### src/include/sarc_pkg.sv
// Purpose: Shared constants and carriers for the converter control block.
// Assumes: One system clock at 40 MHz.
// Notes: Field codes follow the control bit encodings used by software.
package sarc_pkg;

    localparam int SYS_CLK_HZ = 40000000;
    localparam int INSTR_CYCLE_NS = 100;
    localparam int INSTR_CYCLE_CLKS = (INSTR_CYCLE_NS * (SYS_CLK_HZ / 1000000) + 999) / 1000;
    localparam logic [3:0] RC_WAIT_LOAD = 4'(INSTR_CYCLE_CLKS - 1);

    localparam int MAG_BITS = 12;
    localparam logic [3:0] PHASE_SAMPLE = 4'h0;
    localparam logic [3:0] PHASE_SIGN = 4'h1;
    localparam logic [3:0] PHASE_MSB = 4'h2;
    localparam logic [3:0] PHASE_LAST = 4'hE;
    localparam logic [3:0] MAG_TOP = 4'hB;

    localparam logic [3:0] NEG_SINGLE_ENDED = 4'hF;

    localparam logic [1:0] PREF_SUPPLY = 2'h0;
    localparam logic [1:0] PREF_PIN = 2'h1;
    localparam logic [1:0] PREF_RESERVED = 2'h2;
    localparam logic [1:0] PREF_FIXED = 2'h3;

    localparam logic [2:0] REF_SEL_SUPPLY = 3'h1;
    localparam logic [2:0] REF_SEL_PIN = 3'h2;
    localparam logic [2:0] REF_SEL_FIXED = 3'h4;
    localparam logic [2:0] REF_SEL_NONE = 3'h0;

    localparam logic [1:0] CLK_RC_CODE = 2'h3;
    localparam logic [2:0] CLK_DIV2 = 3'h0;
    localparam logic [2:0] CLK_DIV4 = 3'h4;
    localparam logic [2:0] CLK_DIV8 = 3'h1;
    localparam logic [2:0] CLK_DIV16 = 3'h5;
    localparam logic [2:0] CLK_DIV32 = 3'h2;
    localparam logic [2:0] CLK_DIV64 = 3'h6;

    localparam logic [5:0] DIV2_LOAD = 6'h01;
    localparam logic [5:0] DIV4_LOAD = 6'h03;
    localparam logic [5:0] DIV8_LOAD = 6'h07;
    localparam logic [5:0] DIV16_LOAD = 6'h0F;
    localparam logic [5:0] DIV32_LOAD = 6'h1F;
    localparam logic [5:0] DIV64_LOAD = 6'h3F;

    localparam logic [2:0] SM_PAD = 3'h0;
    localparam logic [15:0] RESULT_RESET = 16'h0000;

    typedef struct packed {
        logic [4:0] positive_channel_select;
        logic [3:0] negative_channel_select;
        logic [1:0] positive_reference_select;
        logic negative_reference_select;
        logic [2:0] conversion_clock_select;
        logic result_format_select;
        logic conversion_interrupt_enable;
    } sarc_cfg_s;

    typedef struct packed {
        logic [7:0] result_high_byte;
        logic [7:0] result_low_byte;
    } sarc_result_s;

    typedef enum logic [1:0] {
        ST_IDLE = 2'b00,
        ST_RC_WAIT = 2'b01,
        ST_CONVERT = 2'b10
    } sarc_state_e;

endpackage : sarc_pkg

### src/logic/sarc_tick_gen.sv
// Purpose: Produces one pulse per bit conversion period.
// Assumes: The oscillator pin is asynchronous to the system clock.
// Notes: Divider restarts on run so the first period is a full one.
`timescale 1ns/1ps
module sarc_tick_gen (
    input wire logic sys_clk,
    input wire logic reset_n,
    input wire logic run,
    input wire logic [2:0] clock_select,
    input wire logic rc_osc_pin,
    output logic tick
);

    logic [2:0] rc_sync_q;
    logic rc_level_q;
    logic [5:0] div_q;
    logic use_rc;

    function automatic logic [5:0] div_load(input logic [2:0] sel);
        case (sel)
            sarc_pkg::CLK_DIV2: div_load = sarc_pkg::DIV2_LOAD;
            sarc_pkg::CLK_DIV4: div_load = sarc_pkg::DIV4_LOAD;
            sarc_pkg::CLK_DIV8: div_load = sarc_pkg::DIV8_LOAD;
            sarc_pkg::CLK_DIV16: div_load = sarc_pkg::DIV16_LOAD;
            sarc_pkg::CLK_DIV32: div_load = sarc_pkg::DIV32_LOAD;
            sarc_pkg::CLK_DIV64: div_load = sarc_pkg::DIV64_LOAD;
            default: div_load = sarc_pkg::DIV2_LOAD;
        endcase
    endfunction : div_load

    assign use_rc = (clock_select[1:0] == sarc_pkg::CLK_RC_CODE);

    // The filtered level only moves when the later two stages agree.
    always_ff @(posedge sys_clk or negedge reset_n)
    begin
        if (!reset_n)
        begin
            rc_sync_q <= 3'h0;
            rc_level_q <= 1'b0;
        end
        else
        begin
            rc_sync_q <= {rc_sync_q[1:0], rc_osc_pin};
            if (rc_sync_q[1] == rc_sync_q[2])
            begin
                rc_level_q <= rc_sync_q[2];
            end
        end
    end

    // [RULE8] Clock source select.
    always_ff @(posedge sys_clk or negedge reset_n)
    begin
        if (!reset_n)
        begin
            div_q <= 6'h00;
            tick <= 1'b0;
        end
        else if (!run)
        begin
            div_q <= div_load(clock_select);
            tick <= 1'b0;
        end
        else if (use_rc)
        begin
            tick <= rc_sync_q[2] && !rc_level_q && (rc_sync_q[1] == rc_sync_q[2]);
        end
        else if (div_q == 6'h00)
        begin
            div_q <= div_load(clock_select);
            tick <= 1'b1;
        end
        else
        begin
            div_q <= div_q - 6'h01;
            tick <= 1'b0;
        end
    end

endmodule : sarc_tick_gen

### src/logic/sarc_control.sv
// Purpose: Sequencing, formatting and flag logic of a 12-bit differential SAR converter.
// Assumes: Software writes appear as one-cycle pulses; the comparator pin is asynchronous.
// Notes: The bit period ticks come from the divider or the RC oscillator, resampled in sarc_tick_gen.
`timescale 1ns/1ps
// Notes on behaviour
// [RULE1] Successive approximation builds 12 bits, stored into the 16-bit result pair.
// [RULE2] Positive input follows the 5-bit positive channel field.
// [RULE3] Any positive input pairs with any negative input.
// [RULE4] Negative field all ones means single-ended conversion.
// [RULE5] Software waits a settling delay after a channel change.
// [RULE6] Positive reference is the pin, the supply or the fixed buffer.
// [RULE7] Negative reference is the pin or ground.
// [RULE8] Three-bit select picks a system clock divider or the RC oscillator.
// [RULE9] One conversion lasts fifteen bit periods.
// [RULE10] Completion flag sets after every conversion, enable or not.
// [RULE11] Only software clears the completion flag.
// [RULE12] Flag with enable raises a request, which wakes a sleeping device.
// [RULE13] Format bit picks sign-magnitude or two's complement.
// [RULE14] Sign-magnitude: magnitude in bits 15..4, zeros 3..1, sign in bit 0.
// [RULE15] Two's complement: 13-bit value right-justified and sign extended.
// [RULE16] Go with enable set clears results and starts conversion.
// [RULE17] Software never sets go in the same write that enables the module.
// [RULE18] Completion clears go/done and sets the flag.
// [RULE19] Clearing go early aborts and keeps the previous results.
// [RULE20] Reset restores all state, turns the module off, ends conversions.
// [RULE21] With the RC clock, start waits one extra instruction cycle.
// [RULE22] Sleeping on RC with interrupt off: finish, then power down.
// [RULE23] Sleep on a non-RC clock aborts and powers the converter down.
// [RULE24] Positive reference codes: 00 supply, 01 pin, 10 reserved, 11 fixed.
// [RULE25] Negative reference bit: 0 ground, 1 external pin.
// [RULE26] Go/done reads one during a conversion, zero otherwise.
// [RULE27] Go request and completion cross coherently into the bit period timing.
// [RULE28] Final result and go/done clearing happen in the same cycle.
module sarc_control (
    input wire logic sys_clk,
    input wire logic reset_n,
    input wire sarc_pkg::sarc_cfg_s cfg,
    input wire logic converter_module_enable,
    input wire logic go_set,
    input wire logic go_clear,
    input wire logic flag_clear,
    input wire logic sleep_mode,
    input wire logic rc_osc_pin,
    input wire logic comparator_pin,
    output logic go_done,
    output logic conversion_complete_flag,
    output logic interrupt_request,
    output logic wake_request,
    output sarc_pkg::sarc_result_s result,
    output logic [4:0] mux_positive,
    output logic [3:0] mux_negative,
    output logic single_ended,
    output logic [2:0] positive_ref_route,
    output logic negative_ref_external,
    output logic analog_power,
    output logic sample_hold,
    output logic [11:0] dac_code,
    output logic dac_sign
);

    sarc_pkg::sarc_state_e state_q;
    logic [3:0] phase_q;
    logic [3:0] wait_q;
    logic [2:0] cmp_sync_q;
    logic cmp_level_q;
    logic [11:0] trial_q;
    logic sign_q;
    logic sleep_off_q;
    logic tick;
    logic run;
    logic rc_clock;
    logic abort;
    logic finish;
    logic [11:0] keep_mag;
    logic [12:0] tc_value;
    logic [15:0] formatted;

    assign rc_clock = (cfg.conversion_clock_select[1:0] == sarc_pkg::CLK_RC_CODE);
    // [RULE19] Early clear aborts.
    // [RULE23] Sleep on divider aborts.
    assign abort = go_clear || !converter_module_enable || (sleep_mode && !rc_clock);
    assign run = (state_q == sarc_pkg::ST_CONVERT);
    // [RULE9] Fifteen bit periods.
    assign finish = run && tick && !abort && (phase_q == sarc_pkg::PHASE_LAST);

    // [RULE27] Bit period timing.
    sarc_tick_gen u_tick (
        .sys_clk(sys_clk),
        .reset_n(reset_n),
        .run(run),
        .clock_select(cfg.conversion_clock_select),
        .rc_osc_pin(rc_osc_pin),
        .tick(tick)
    );

    // The comparator settles asynchronously, so it is resampled before use.
    always_ff @(posedge sys_clk or negedge reset_n)
    begin
        if (!reset_n)
        begin
            cmp_sync_q <= 3'h0;
            cmp_level_q <= 1'b0;
        end
        else
        begin
            cmp_sync_q <= {cmp_sync_q[1:0], comparator_pin};
            if (cmp_sync_q[1] == cmp_sync_q[2])
            begin
                cmp_level_q <= cmp_sync_q[2];
            end
        end
    end

    // Keeps the trial bit when the comparator says the input is above it.
    always_comb
    begin
        keep_mag = trial_q;
        if (phase_q >= sarc_pkg::PHASE_MSB && phase_q < sarc_pkg::PHASE_LAST && !cmp_level_q)
        begin
            keep_mag[sarc_pkg::MAG_TOP - (phase_q - sarc_pkg::PHASE_MSB)] = 1'b0;
        end
    end

    // [RULE15] Two's complement value.
    assign tc_value = sign_q ? {1'b1, 12'((~keep_mag) + 12'h001)} : {1'b0, keep_mag};

    // [RULE13] Format select.
    always_comb
    begin
        if (cfg.result_format_select)
        begin
            formatted = {{3{tc_value[12]}}, tc_value};
        end
        else
        begin
            // [RULE14] Sign-magnitude layout.
            formatted = {keep_mag, sarc_pkg::SM_PAD, sign_q};
        end
    end

    // [RULE16] Start sequence.
    // [RULE21] Extra instruction wait.
    // [RULE20] Reset ends conversion.
    always_ff @(posedge sys_clk or negedge reset_n)
    begin
        if (!reset_n)
        begin
            state_q <= sarc_pkg::ST_IDLE;
            wait_q <= 4'h0;
        end
        else
        begin
            case (state_q)
                sarc_pkg::ST_IDLE:
                begin
                    if (go_set && converter_module_enable && !(sleep_mode && !rc_clock))
                    begin
                        if (rc_clock)
                        begin
                            state_q <= sarc_pkg::ST_RC_WAIT;
                            wait_q <= sarc_pkg::RC_WAIT_LOAD;
                        end
                        else
                        begin
                            state_q <= sarc_pkg::ST_CONVERT;
                        end
                    end
                end
                sarc_pkg::ST_RC_WAIT:
                begin
                    if (abort)
                    begin
                        state_q <= sarc_pkg::ST_IDLE;
                    end
                    else if (wait_q == 4'h0)
                    begin
                        state_q <= sarc_pkg::ST_CONVERT;
                    end
                    else
                    begin
                        wait_q <= wait_q - 4'h1;
                    end
                end
                sarc_pkg::ST_CONVERT:
                begin
                    if (abort || finish)
                    begin
                        state_q <= sarc_pkg::ST_IDLE;
                    end
                end
                default:
                begin
                    state_q <= sarc_pkg::ST_IDLE;
                end
            endcase
        end
    end

    // [RULE1] Successive approximation.
    always_ff @(posedge sys_clk or negedge reset_n)
    begin
        if (!reset_n)
        begin
            phase_q <= sarc_pkg::PHASE_SAMPLE;
            trial_q <= 12'h000;
            sign_q <= 1'b0;
        end
        else if (!run)
        begin
            phase_q <= sarc_pkg::PHASE_SAMPLE;
            trial_q <= 12'h000;
            sign_q <= 1'b0;
        end
        else if (tick)
        begin
            phase_q <= phase_q + 4'h1;
            if (phase_q == sarc_pkg::PHASE_SIGN)
            begin
                sign_q <= !cmp_level_q;
                trial_q <= 12'h800;
            end
            else if (phase_q >= sarc_pkg::PHASE_MSB && phase_q < sarc_pkg::PHASE_LAST)
            begin
                trial_q <= keep_mag;
                if (phase_q < sarc_pkg::PHASE_LAST - 4'h1)
                begin
                    trial_q[sarc_pkg::MAG_TOP - 1 - (phase_q - sarc_pkg::PHASE_MSB)] <= 1'b1;
                end
            end
        end
    end

    // [RULE26] Go/done status.
    // [RULE18] Completion clears go.
    always_ff @(posedge sys_clk or negedge reset_n)
    begin
        if (!reset_n)
        begin
            go_done <= 1'b0;
        end
        else if (state_q == sarc_pkg::ST_IDLE)
        begin
            go_done <= go_set && converter_module_enable && !(sleep_mode && !rc_clock);
        end
        else if (abort || finish)
        begin
            go_done <= 1'b0;
        end
    end

    // [RULE28] Result with go clear.
    // [RULE19] Abort keeps results.
    always_ff @(posedge sys_clk or negedge reset_n)
    begin
        if (!reset_n)
        begin
            result <= sarc_pkg::RESULT_RESET;
        end
        else if (state_q == sarc_pkg::ST_IDLE && go_set && converter_module_enable)
        begin
            // [RULE16] Clear on start.
            result <= sarc_pkg::RESULT_RESET;
        end
        else if (finish)
        begin
            result <= formatted;
        end
    end

    // [RULE10] Flag on every completion.
    // [RULE11] Software-only clear.
    always_ff @(posedge sys_clk or negedge reset_n)
    begin
        if (!reset_n)
        begin
            conversion_complete_flag <= 1'b0;
        end
        else if (finish)
        begin
            conversion_complete_flag <= 1'b1;
        end
        else if (flag_clear)
        begin
            conversion_complete_flag <= 1'b0;
        end
    end

    // [RULE12] Request and wake.
    always_ff @(posedge sys_clk or negedge reset_n)
    begin
        if (!reset_n)
        begin
            interrupt_request <= 1'b0;
            wake_request <= 1'b0;
        end
        else
        begin
            interrupt_request <= conversion_complete_flag && cfg.conversion_interrupt_enable;
            wake_request <= conversion_complete_flag && cfg.conversion_interrupt_enable && sleep_mode;
        end
    end

    // [RULE22] Power down after finish.
    // [RULE23] Power down on abort.
    always_ff @(posedge sys_clk or negedge reset_n)
    begin
        if (!reset_n)
        begin
            sleep_off_q <= 1'b0;
            analog_power <= 1'b0;
        end
        else
        begin
            if (!sleep_mode)
            begin
                sleep_off_q <= 1'b0;
            end
            else if (!rc_clock || (finish && !cfg.conversion_interrupt_enable))
            begin
                sleep_off_q <= 1'b1;
            end
            else if (rc_clock && !cfg.conversion_interrupt_enable && state_q == sarc_pkg::ST_IDLE)
            begin
                sleep_off_q <= 1'b1;
            end
            analog_power <= converter_module_enable && !sleep_off_q;
        end
    end

    // [RULE2] Channel and reference routing.
    always_ff @(posedge sys_clk or negedge reset_n)
    begin
        if (!reset_n)
        begin
            mux_positive <= 5'h00;
            mux_negative <= 4'h0;
            single_ended <= 1'b0;
            positive_ref_route <= sarc_pkg::REF_SEL_NONE;
            negative_ref_external <= 1'b0;
        end
        else
        begin
            mux_positive <= cfg.positive_channel_select;
            // [RULE3] Free pairing.
            mux_negative <= cfg.negative_channel_select;
            // [RULE4] Single-ended detect.
            single_ended <= (cfg.negative_channel_select == sarc_pkg::NEG_SINGLE_ENDED);
            // [RULE24] Positive reference decode.
            // [RULE6] Three reference sources.
            case (cfg.positive_reference_select)
                sarc_pkg::PREF_SUPPLY: positive_ref_route <= sarc_pkg::REF_SEL_SUPPLY;
                sarc_pkg::PREF_PIN: positive_ref_route <= sarc_pkg::REF_SEL_PIN;
                sarc_pkg::PREF_FIXED: positive_ref_route <= sarc_pkg::REF_SEL_FIXED;
                default: positive_ref_route <= sarc_pkg::REF_SEL_NONE;
            endcase
            // [RULE25] Negative reference.
            // [RULE7] Pin or ground.
            negative_ref_external <= cfg.negative_reference_select;
        end
    end

    // Analog drive: sample during period zero, then the trial code.
    always_ff @(posedge sys_clk or negedge reset_n)
    begin
        if (!reset_n)
        begin
            sample_hold <= 1'b0;
            dac_code <= 12'h000;
            dac_sign <= 1'b0;
        end
        else
        begin
            sample_hold <= run && (phase_q == sarc_pkg::PHASE_SAMPLE);
            dac_code <= trial_q;
            dac_sign <= sign_q;
        end
    end

endmodule : sarc_control

### config.mk
export PLATFORM = sky130hd
export DESIGN_NAME = sarc_control
export DESIGN_NICKNAME = d
export VERILOG_FILES = /design/src/include/sarc_pkg.sv /design/src/logic/sarc_tick_gen.sv /design/src/logic/sarc_control.sv
export SDC_FILE = /design/constraint.sdc
export NUM_CORES = 1
export LEC_CHECK = 0
export BUFFER_PORTS_ARGS = -buffer_cell sky130_fd_sc_hd__buf_2
export CAP_MARGIN = 5
export CORE_UTILIZATION = 55
export CTS_CLUSTER_DIAMETER = 150
export DETAILED_ROUTE_END_ITERATION = 8
export HOLD_SLACK_MARGIN = 0.06
export MAX_ROUTING_LAYER = met4
export PLACE_DENSITY = 0.9
export SYNTH_ARGS = -nofsm -noshare
export SYNTH_HDL_FRONTEND = slang
export SYNTH_HIERARCHICAL = 1
export SYNTH_SLANG_ARGS = --single-unit
### constraint.sdc
create_clock -name sys_clk -period 4.2 [get_ports sys_clk]
set_input_delay 0 -clock sys_clk [delete_from_list [all_inputs] [get_ports sys_clk]]
set_output_delay 0 -clock sys_clk [all_outputs]
set_load 0.02 [all_outputs]
Word level (Yosys, flattened, before mapping) --
Cells that the tools add are included. W data, S select, Z words.
Storage, ports and cells: flip-flop bits (word level) 88, input port bits 26, output and inout port bits 49, word-level logic and storage cells 163
Operators by class: $add $sub $neg 8, order comparisons 7, equal/unequal tests 26, multiplexer cells 45, bitwise gates (word level) 4, reductions and logical operators 46
Operators with widths (count):
- $mux W12 | 6
- $mux W16 | 3
- $ge A32 B1 Y1 const B | 1
- $lt A32 B5 Y1 const B | 1
- $pmux W6 S5 | 1
- $mux W4 | 6
- $not A12 Y12 | 2
- $logic_and A1 B1 Y1 | 21
- $mux W6 | 3
- $mux W1 | 15
- $mux W13 | 1
- $add A12 B1 Y12 const B | 1
- $and A12 B12 Y12 | 1
- $or A12 B12 Y12 | 1
- $mux W2 | 5
- $ne A2 B2 Y1 const B | 5
- $eq A3 B3 Y1 const B | 3
- $pmux W3 S3 | 1
- $demux W1 S4 | 2
- $eq A4 B4 Y1 const B | 2
- $logic_not A1 Y1 | 8
- $logic_not A4 Y1 | 2
- $lt A4 B4 Y1 const B | 2
- $pmux W4 S2 | 1
- 27 further kinds | 42

Logic depth before layout (Yosys ltp) --
depth in word-level cells 15, depth in mapped cells 12, gate-level depth less buffers 12

Modules after synthesis --
Netlist, hierarchy kept.
By module, submodules not included:
- sarc_control | instances 1, cells each 356, area each 3649.8 sq um, sequential area each 1926.8 sq um
- sarc_tick_gen | instances 1, cells each 65, area each 616.8 sq um, sequential area each 275.3 sq um

Worst setup path after synthesis --
OpenSTA, ideal clock, no wires.
kind flip-flop to flip-flop, start point register phase_q[1], end point register result[11] (netlist name), library setup time 77 ps, arrival 3084 ps, data required time 4123 ps, slack 1039 ps, cell stages (with the launch flop) 11, path buffers 0, period minus slack after synthesis 3161 ps, path through dfrtp_1 -> inv_1 -> ha_1 -> ha_1 -> a31oi_1 -> o21ai_2 -> o41ai_1 -> nand4_1 -> nor4_2 -> mux2_2 -> o21ai_1
On the way: longest elaborated chain between the ends 15, elaborated cells on any way between the ends 23, those cells by class add/sub: 3; order compare: 4; eq/ne: 1; mux: 7; bitwise: 3; reduce/logical: 5
Ends and longest elaborated chain:
- from (decl) | RTL line sarc_control.sv:62 | logic [3:0] phase_q;
- from (signal assigned) | RTL line sarc_control.sv:204 | phase_q <= sarc_pkg::PHASE_SAMPLE;
- from (signal assigned) | RTL line sarc_control.sv:210 | phase_q <= sarc_pkg::PHASE_SAMPLE;
- from (signal assigned) | RTL line sarc_control.sv:216 | phase_q <= phase_q + 4'h1;
- $sub A4 B2 Y4 | RTL line sarc_control.sv:120 | keep_mag[sarc_pkg::MAG_TOP - (phase_q - sarc_pkg::PHASE_MSB)] = 1'b0;
- $sub A4 B4 Y4 | RTL line sarc_control.sv:120
- $lt A4 B5 Y1 (implied by the code) or $ge A4 B1 Y1 (tied branches) | RTL line sarc_control.sv:120
- $logic_and A1 B1 Y1 (implied by the code) | RTL line sarc_control.sv:120
- $mux W1 (implied by the code) | RTL line sarc_control.sv:120
- $demux W1 S4 | RTL line sarc_control.sv:120
- $not A12 Y12 (no line)
- $and A12 B12 Y12 (no line)
- $mux W12 | RTL line sarc_control.sv:118 | if (phase_q >= sarc_pkg::PHASE_MSB && phase_q < sarc_pkg::PHASE_LAST && !cmp_level_q)
- $not A12 Y12 | RTL line sarc_control.sv:125 | assign tc_value = sign_q ? {1'b1, 12'((~keep_mag) + 12'h001)} : {1'b0, keep_mag};
- $add A12 B1 Y12 | RTL line sarc_control.sv:125
- $mux W13 | RTL line sarc_control.sv:125
- $mux W16 | RTL line sarc_control.sv:130 | if (cfg.result_format_select)
- $mux W16 | RTL line sarc_control.sv:264 | else if (finish)
- $mux W16 | RTL line sarc_control.sv:259 | else if (state_q == sarc_pkg::ST_IDLE && go_set && converter_module_enable)
- to (signal assigned) | RTL line sarc_control.sv:257 | result <= sarc_pkg::RESULT_RESET;
- to (signal assigned) | RTL line sarc_control.sv:262 | result <= sarc_pkg::RESULT_RESET;
- to (signal assigned) | RTL line sarc_control.sv:266 | result <= formatted;
- to (decl) | RTL line sarc_control.sv:49 | output sarc_pkg::sarc_result_s result,
Parallel ways exist; a longest one is shown, timed or not. The select of a mux whose other input is x is not followed. A chain may end at the register's enable or synchronous reset.

Final worst setup path --
Same ends and word-level chain as after synthesis.

==> impl_metrics.ini <==
[status]
status = finished clean

[pwr]
switchingPower_mw = 0.397
comb_power_share_pct = 8.6
power_density_nw_per_um2 = 307
power_frac_seq_pct = 56.1
leakage_nw = 2.51
p_clk_share_pct = 35.3
p_int_mw = 1.19
vdd_drop_max_v = 0.000144
netSwitchingFraction_pct = 25.1

[placed_design]
hpwl_um = 7850
port_buffers = 74
gp_congestion = 0.936
dpl_cell_area_um2 = 4740
dpl.cell_count = 586

[worst_setup_path]
endpoint = result[11]
r2r_cells = 10
critPathKind = flip-flop to flip-flop
worst_ep_required_time_ns = 4.48
reg2reg_from = phase_q[1]
crit_arrival_ns = 3.84
crit_start = phase_q[1]
critPathCaptureType = flip-flop
r2r_end = result[11]
cp-start-kind = flip-flop
r2r_slack_ns = 0.64
cp_max_fo = 12

[cts]
cts_tree = done
clkTransAtPathRegs_ns = 0.08
clockRootBuffer = clkbuf_8
cts_buffer_depth = 2
clock_sinks = 88
cts_buffers = 9
insertion_delay_ns = 0.36
cts-htree-levels = 3

[routing]
routed.top_layer = met4
vias_per_cell = 5.85
num_vias = 3654
drt-wirelength-per-cell_um = 17.7
drtIter0Drc = 369
met1_length_um = 4810
ant_nets = 0
dr_wl_met2_um = 5290
drcViolationCount = 0
routed_wl_um = 11000
drtPass1Iterations = 5
wl_met3_um = 624

[logic_synthesis]
yosys_warnings = 6
ys_top_cells_by_area = dfrtp_1 (52%), ha_1 (5.6%), o21ai_0 (4.5%), nand2_1 (3.3%), nor2_1 (3.0%)
synth_seq_cells = 88
yosys.area.top_type = dfrtp_1
syn_area_um2 = 4270
yosysTopAreaCellShare_pct = 51.6
synthArstFlopShare_pct = 100
synthCells = 421
yosysSeqAreaShare_pct = 51.6
syn_nets = 466
postSynthAreaPerCell_um2 = 10.1
synth-edff-count = 0
synth-main-ff-cell = dfrtp_1
synth_cell_types = 63

[sta]
relSlewSlack_pct = 29.3
finalHoldViolations = 0
setup_viol_count_final = 0
fin_hold_ws_ns = 0.0909
fin_crit_sh_pct = 84.7
drv_slew = 0
period_needed_ns = 3.56
finalSetupTns_ns = 0
worstMarginPinSlew_ns = 1.06
timing.fmax_mhz = 281
rsz0062_at_grt = no
clock_skew_ns = 0.00864

[cells_and_area]
final_common_cell = dfrtp_1
stdcell_area_um2 = 5160
layout_common_cells = dfrtp_1 (88), buf_2 (73), nand2_1 (38), o21ai_0 (38), nor2_1 (34)
antenna_cells = 0
nFillCells = 566
drive_gt1_share_pct = 21.3
final_nets = 566
areaGrowthSynthToFinish_pct = 20.9
final_cells = 625

[hold_path]
min_path_type = input port to flip-flop

[global_route]
antenna_found_initial = 0
grt_pass1_wl_um = 18400
grt_pass1_vias = 3704
grt_usage_pct = 29.7
grt_overflow = 0
grt_start_max_net_pins = 89

[flow_run]
max-cap-violations = 0

[floorplanning]
dieArea_um2 = 8110
die_w_um = 90.1
rows = 31
fp.dieH_um = 90.1
ioPinCount = 75
core-area_um2 = 7370
start_util_pct = 57.9
## how the worst min path moves through the flow
stage	start	to	depth (start not counted)
2_1_floorplan	reset_n	analog_power	0
3_3_place_gp	comparator_pin	cmp_sync_q[0]	1
3_5_place_dp	cfg[16]	mux_positive[4]	1
4_1_cts	cfg[2]	u_tick/div_q[4]	3
5_1_grt	cfg[2]	u_tick/div_q[4]	3
6_report	cfg[2]	u_tick/div_q[4]	3
## sequential cells by signal, indices dropped and copies added, names as in the netlist, 2 cells and up
| register | flops |
|---|---|
| state_q | 2 |
| dac_code | 12 |
| result | 16 |
| positive_ref_route | 3 |
| mux_negative | 4 |
| wait_q | 4 |
| phase_q | 4 |
| u_tick/rc_sync_q | 3 |
| trial_q | 12 |
| cmp_sync_q | 3 |
| u_tick/div_q | 6 |
| mux_positive | 5 |
## metal layers
metal / track usage, % / vias up
met1: 38.2 / 1750
met3: 4.82 / 31
met2: 47.1 / 174
met5: - / -
li1: - / 1699
met4: 12.5 / 0
## through the flow
| step | setup slack [ns] | total power, mW | util (%) |
|---|---|---|---|
| 6_report | 0.644 | 1.58 | 70.0 |
| 5_1_grt | 0.389 | 1.64 | 70.0 |
| 4_1_cts | 0.697 | 1.59 | 70.0 |
| 3_5_place_dp | 0.751 | 1.02 | 64.3 |
| 3_3_place_gp | 0.828 | 1.01 | 64.3 |
| 2_1_floorplan | 1.04 | 0.965 | - |
## cell families after synthesis
kind of cell / synth area share (%)
AOI/OAI and AO/OA: 18.5
xor gates and xnor gates: 2.67
adders and majority gates: 6.04
muxes: 1.96
buffers and inverters: 3.20
and+or+nand+nor: 16.0
DFF: 51.6
## critical path, stage by stage, from the launching register on
cell and delay, ns:
dfrtp_1 0.59, inv_1 0.21, ha_1 0.25, ha_1 0.19
a31o_2 0.24, a2111o_1 0.40, a222oi_1 0.55, nand3_2 0.24
nor4_2 0.35, mux2_2 0.36, o21ai_1 0.11
## power groups by stage
stage	logic [mW]	registers (mW)	clock network, mW
3_5_place_dp	0.117	0.905	0
3_3_place_gp	0.111	0.903	0
2_1_floorplan	0.0533	0.912	0
5_1_grt	0.151	0.892	0.601
4_1_cts	0.135	0.888	0.566
6_report	0.136	0.888	0.559
## cell usage after synthesis (2+ instances only)
cell type,number
a21o_1,2
o21a_1,3
a22oi_1,4
ha_1,19
nor3_1,11
mux2i_1,5
o2111ai_1,2
a2111o_1,2
o22ai_1,5
maj3_1,2
nor2b_1,5
dfrtp_1,88
a21oi_1,18
a21boi_0,5
o31ai_1,5
nand2_1,38
nor3b_1,2
and3_1,2
o41ai_1,3
o31a_1,3
a32o_1,3
xnor2_1,8
nor3b_2,2
mux2_2,3
inv_1,23
nand2b_1,4
o21ai_1,5
a211oi_1,2
o21ai_0,38
xor2_1,5
clkbuf_1,8
o21ai_2,2
a31oi_1,6
nor2_1,34
nand3_1,17
and2_1,6
a22o_1,4
or2_2,2
## layout make-up
type                       instances  area [um^2]  area share [%]
multi-input combinational        299         1930            37.4
timing repair buffer             100          626            12.1
inverter                          23         86.3            1.67
sequential                        88         2200            42.7
clock inverter                     4         27.5           0.534
clock buffer                      12          165            3.20
tap                               99          124            2.40
## what timing repair did
action	in CTS	in global routing
hold buffers	23	0
endpoints found under the hold margin	113	0
buffers inserted	0	0
gates resized for setup	0	0
setup endpoints to repair	0	0
Power figures use the tool's default switching activity.
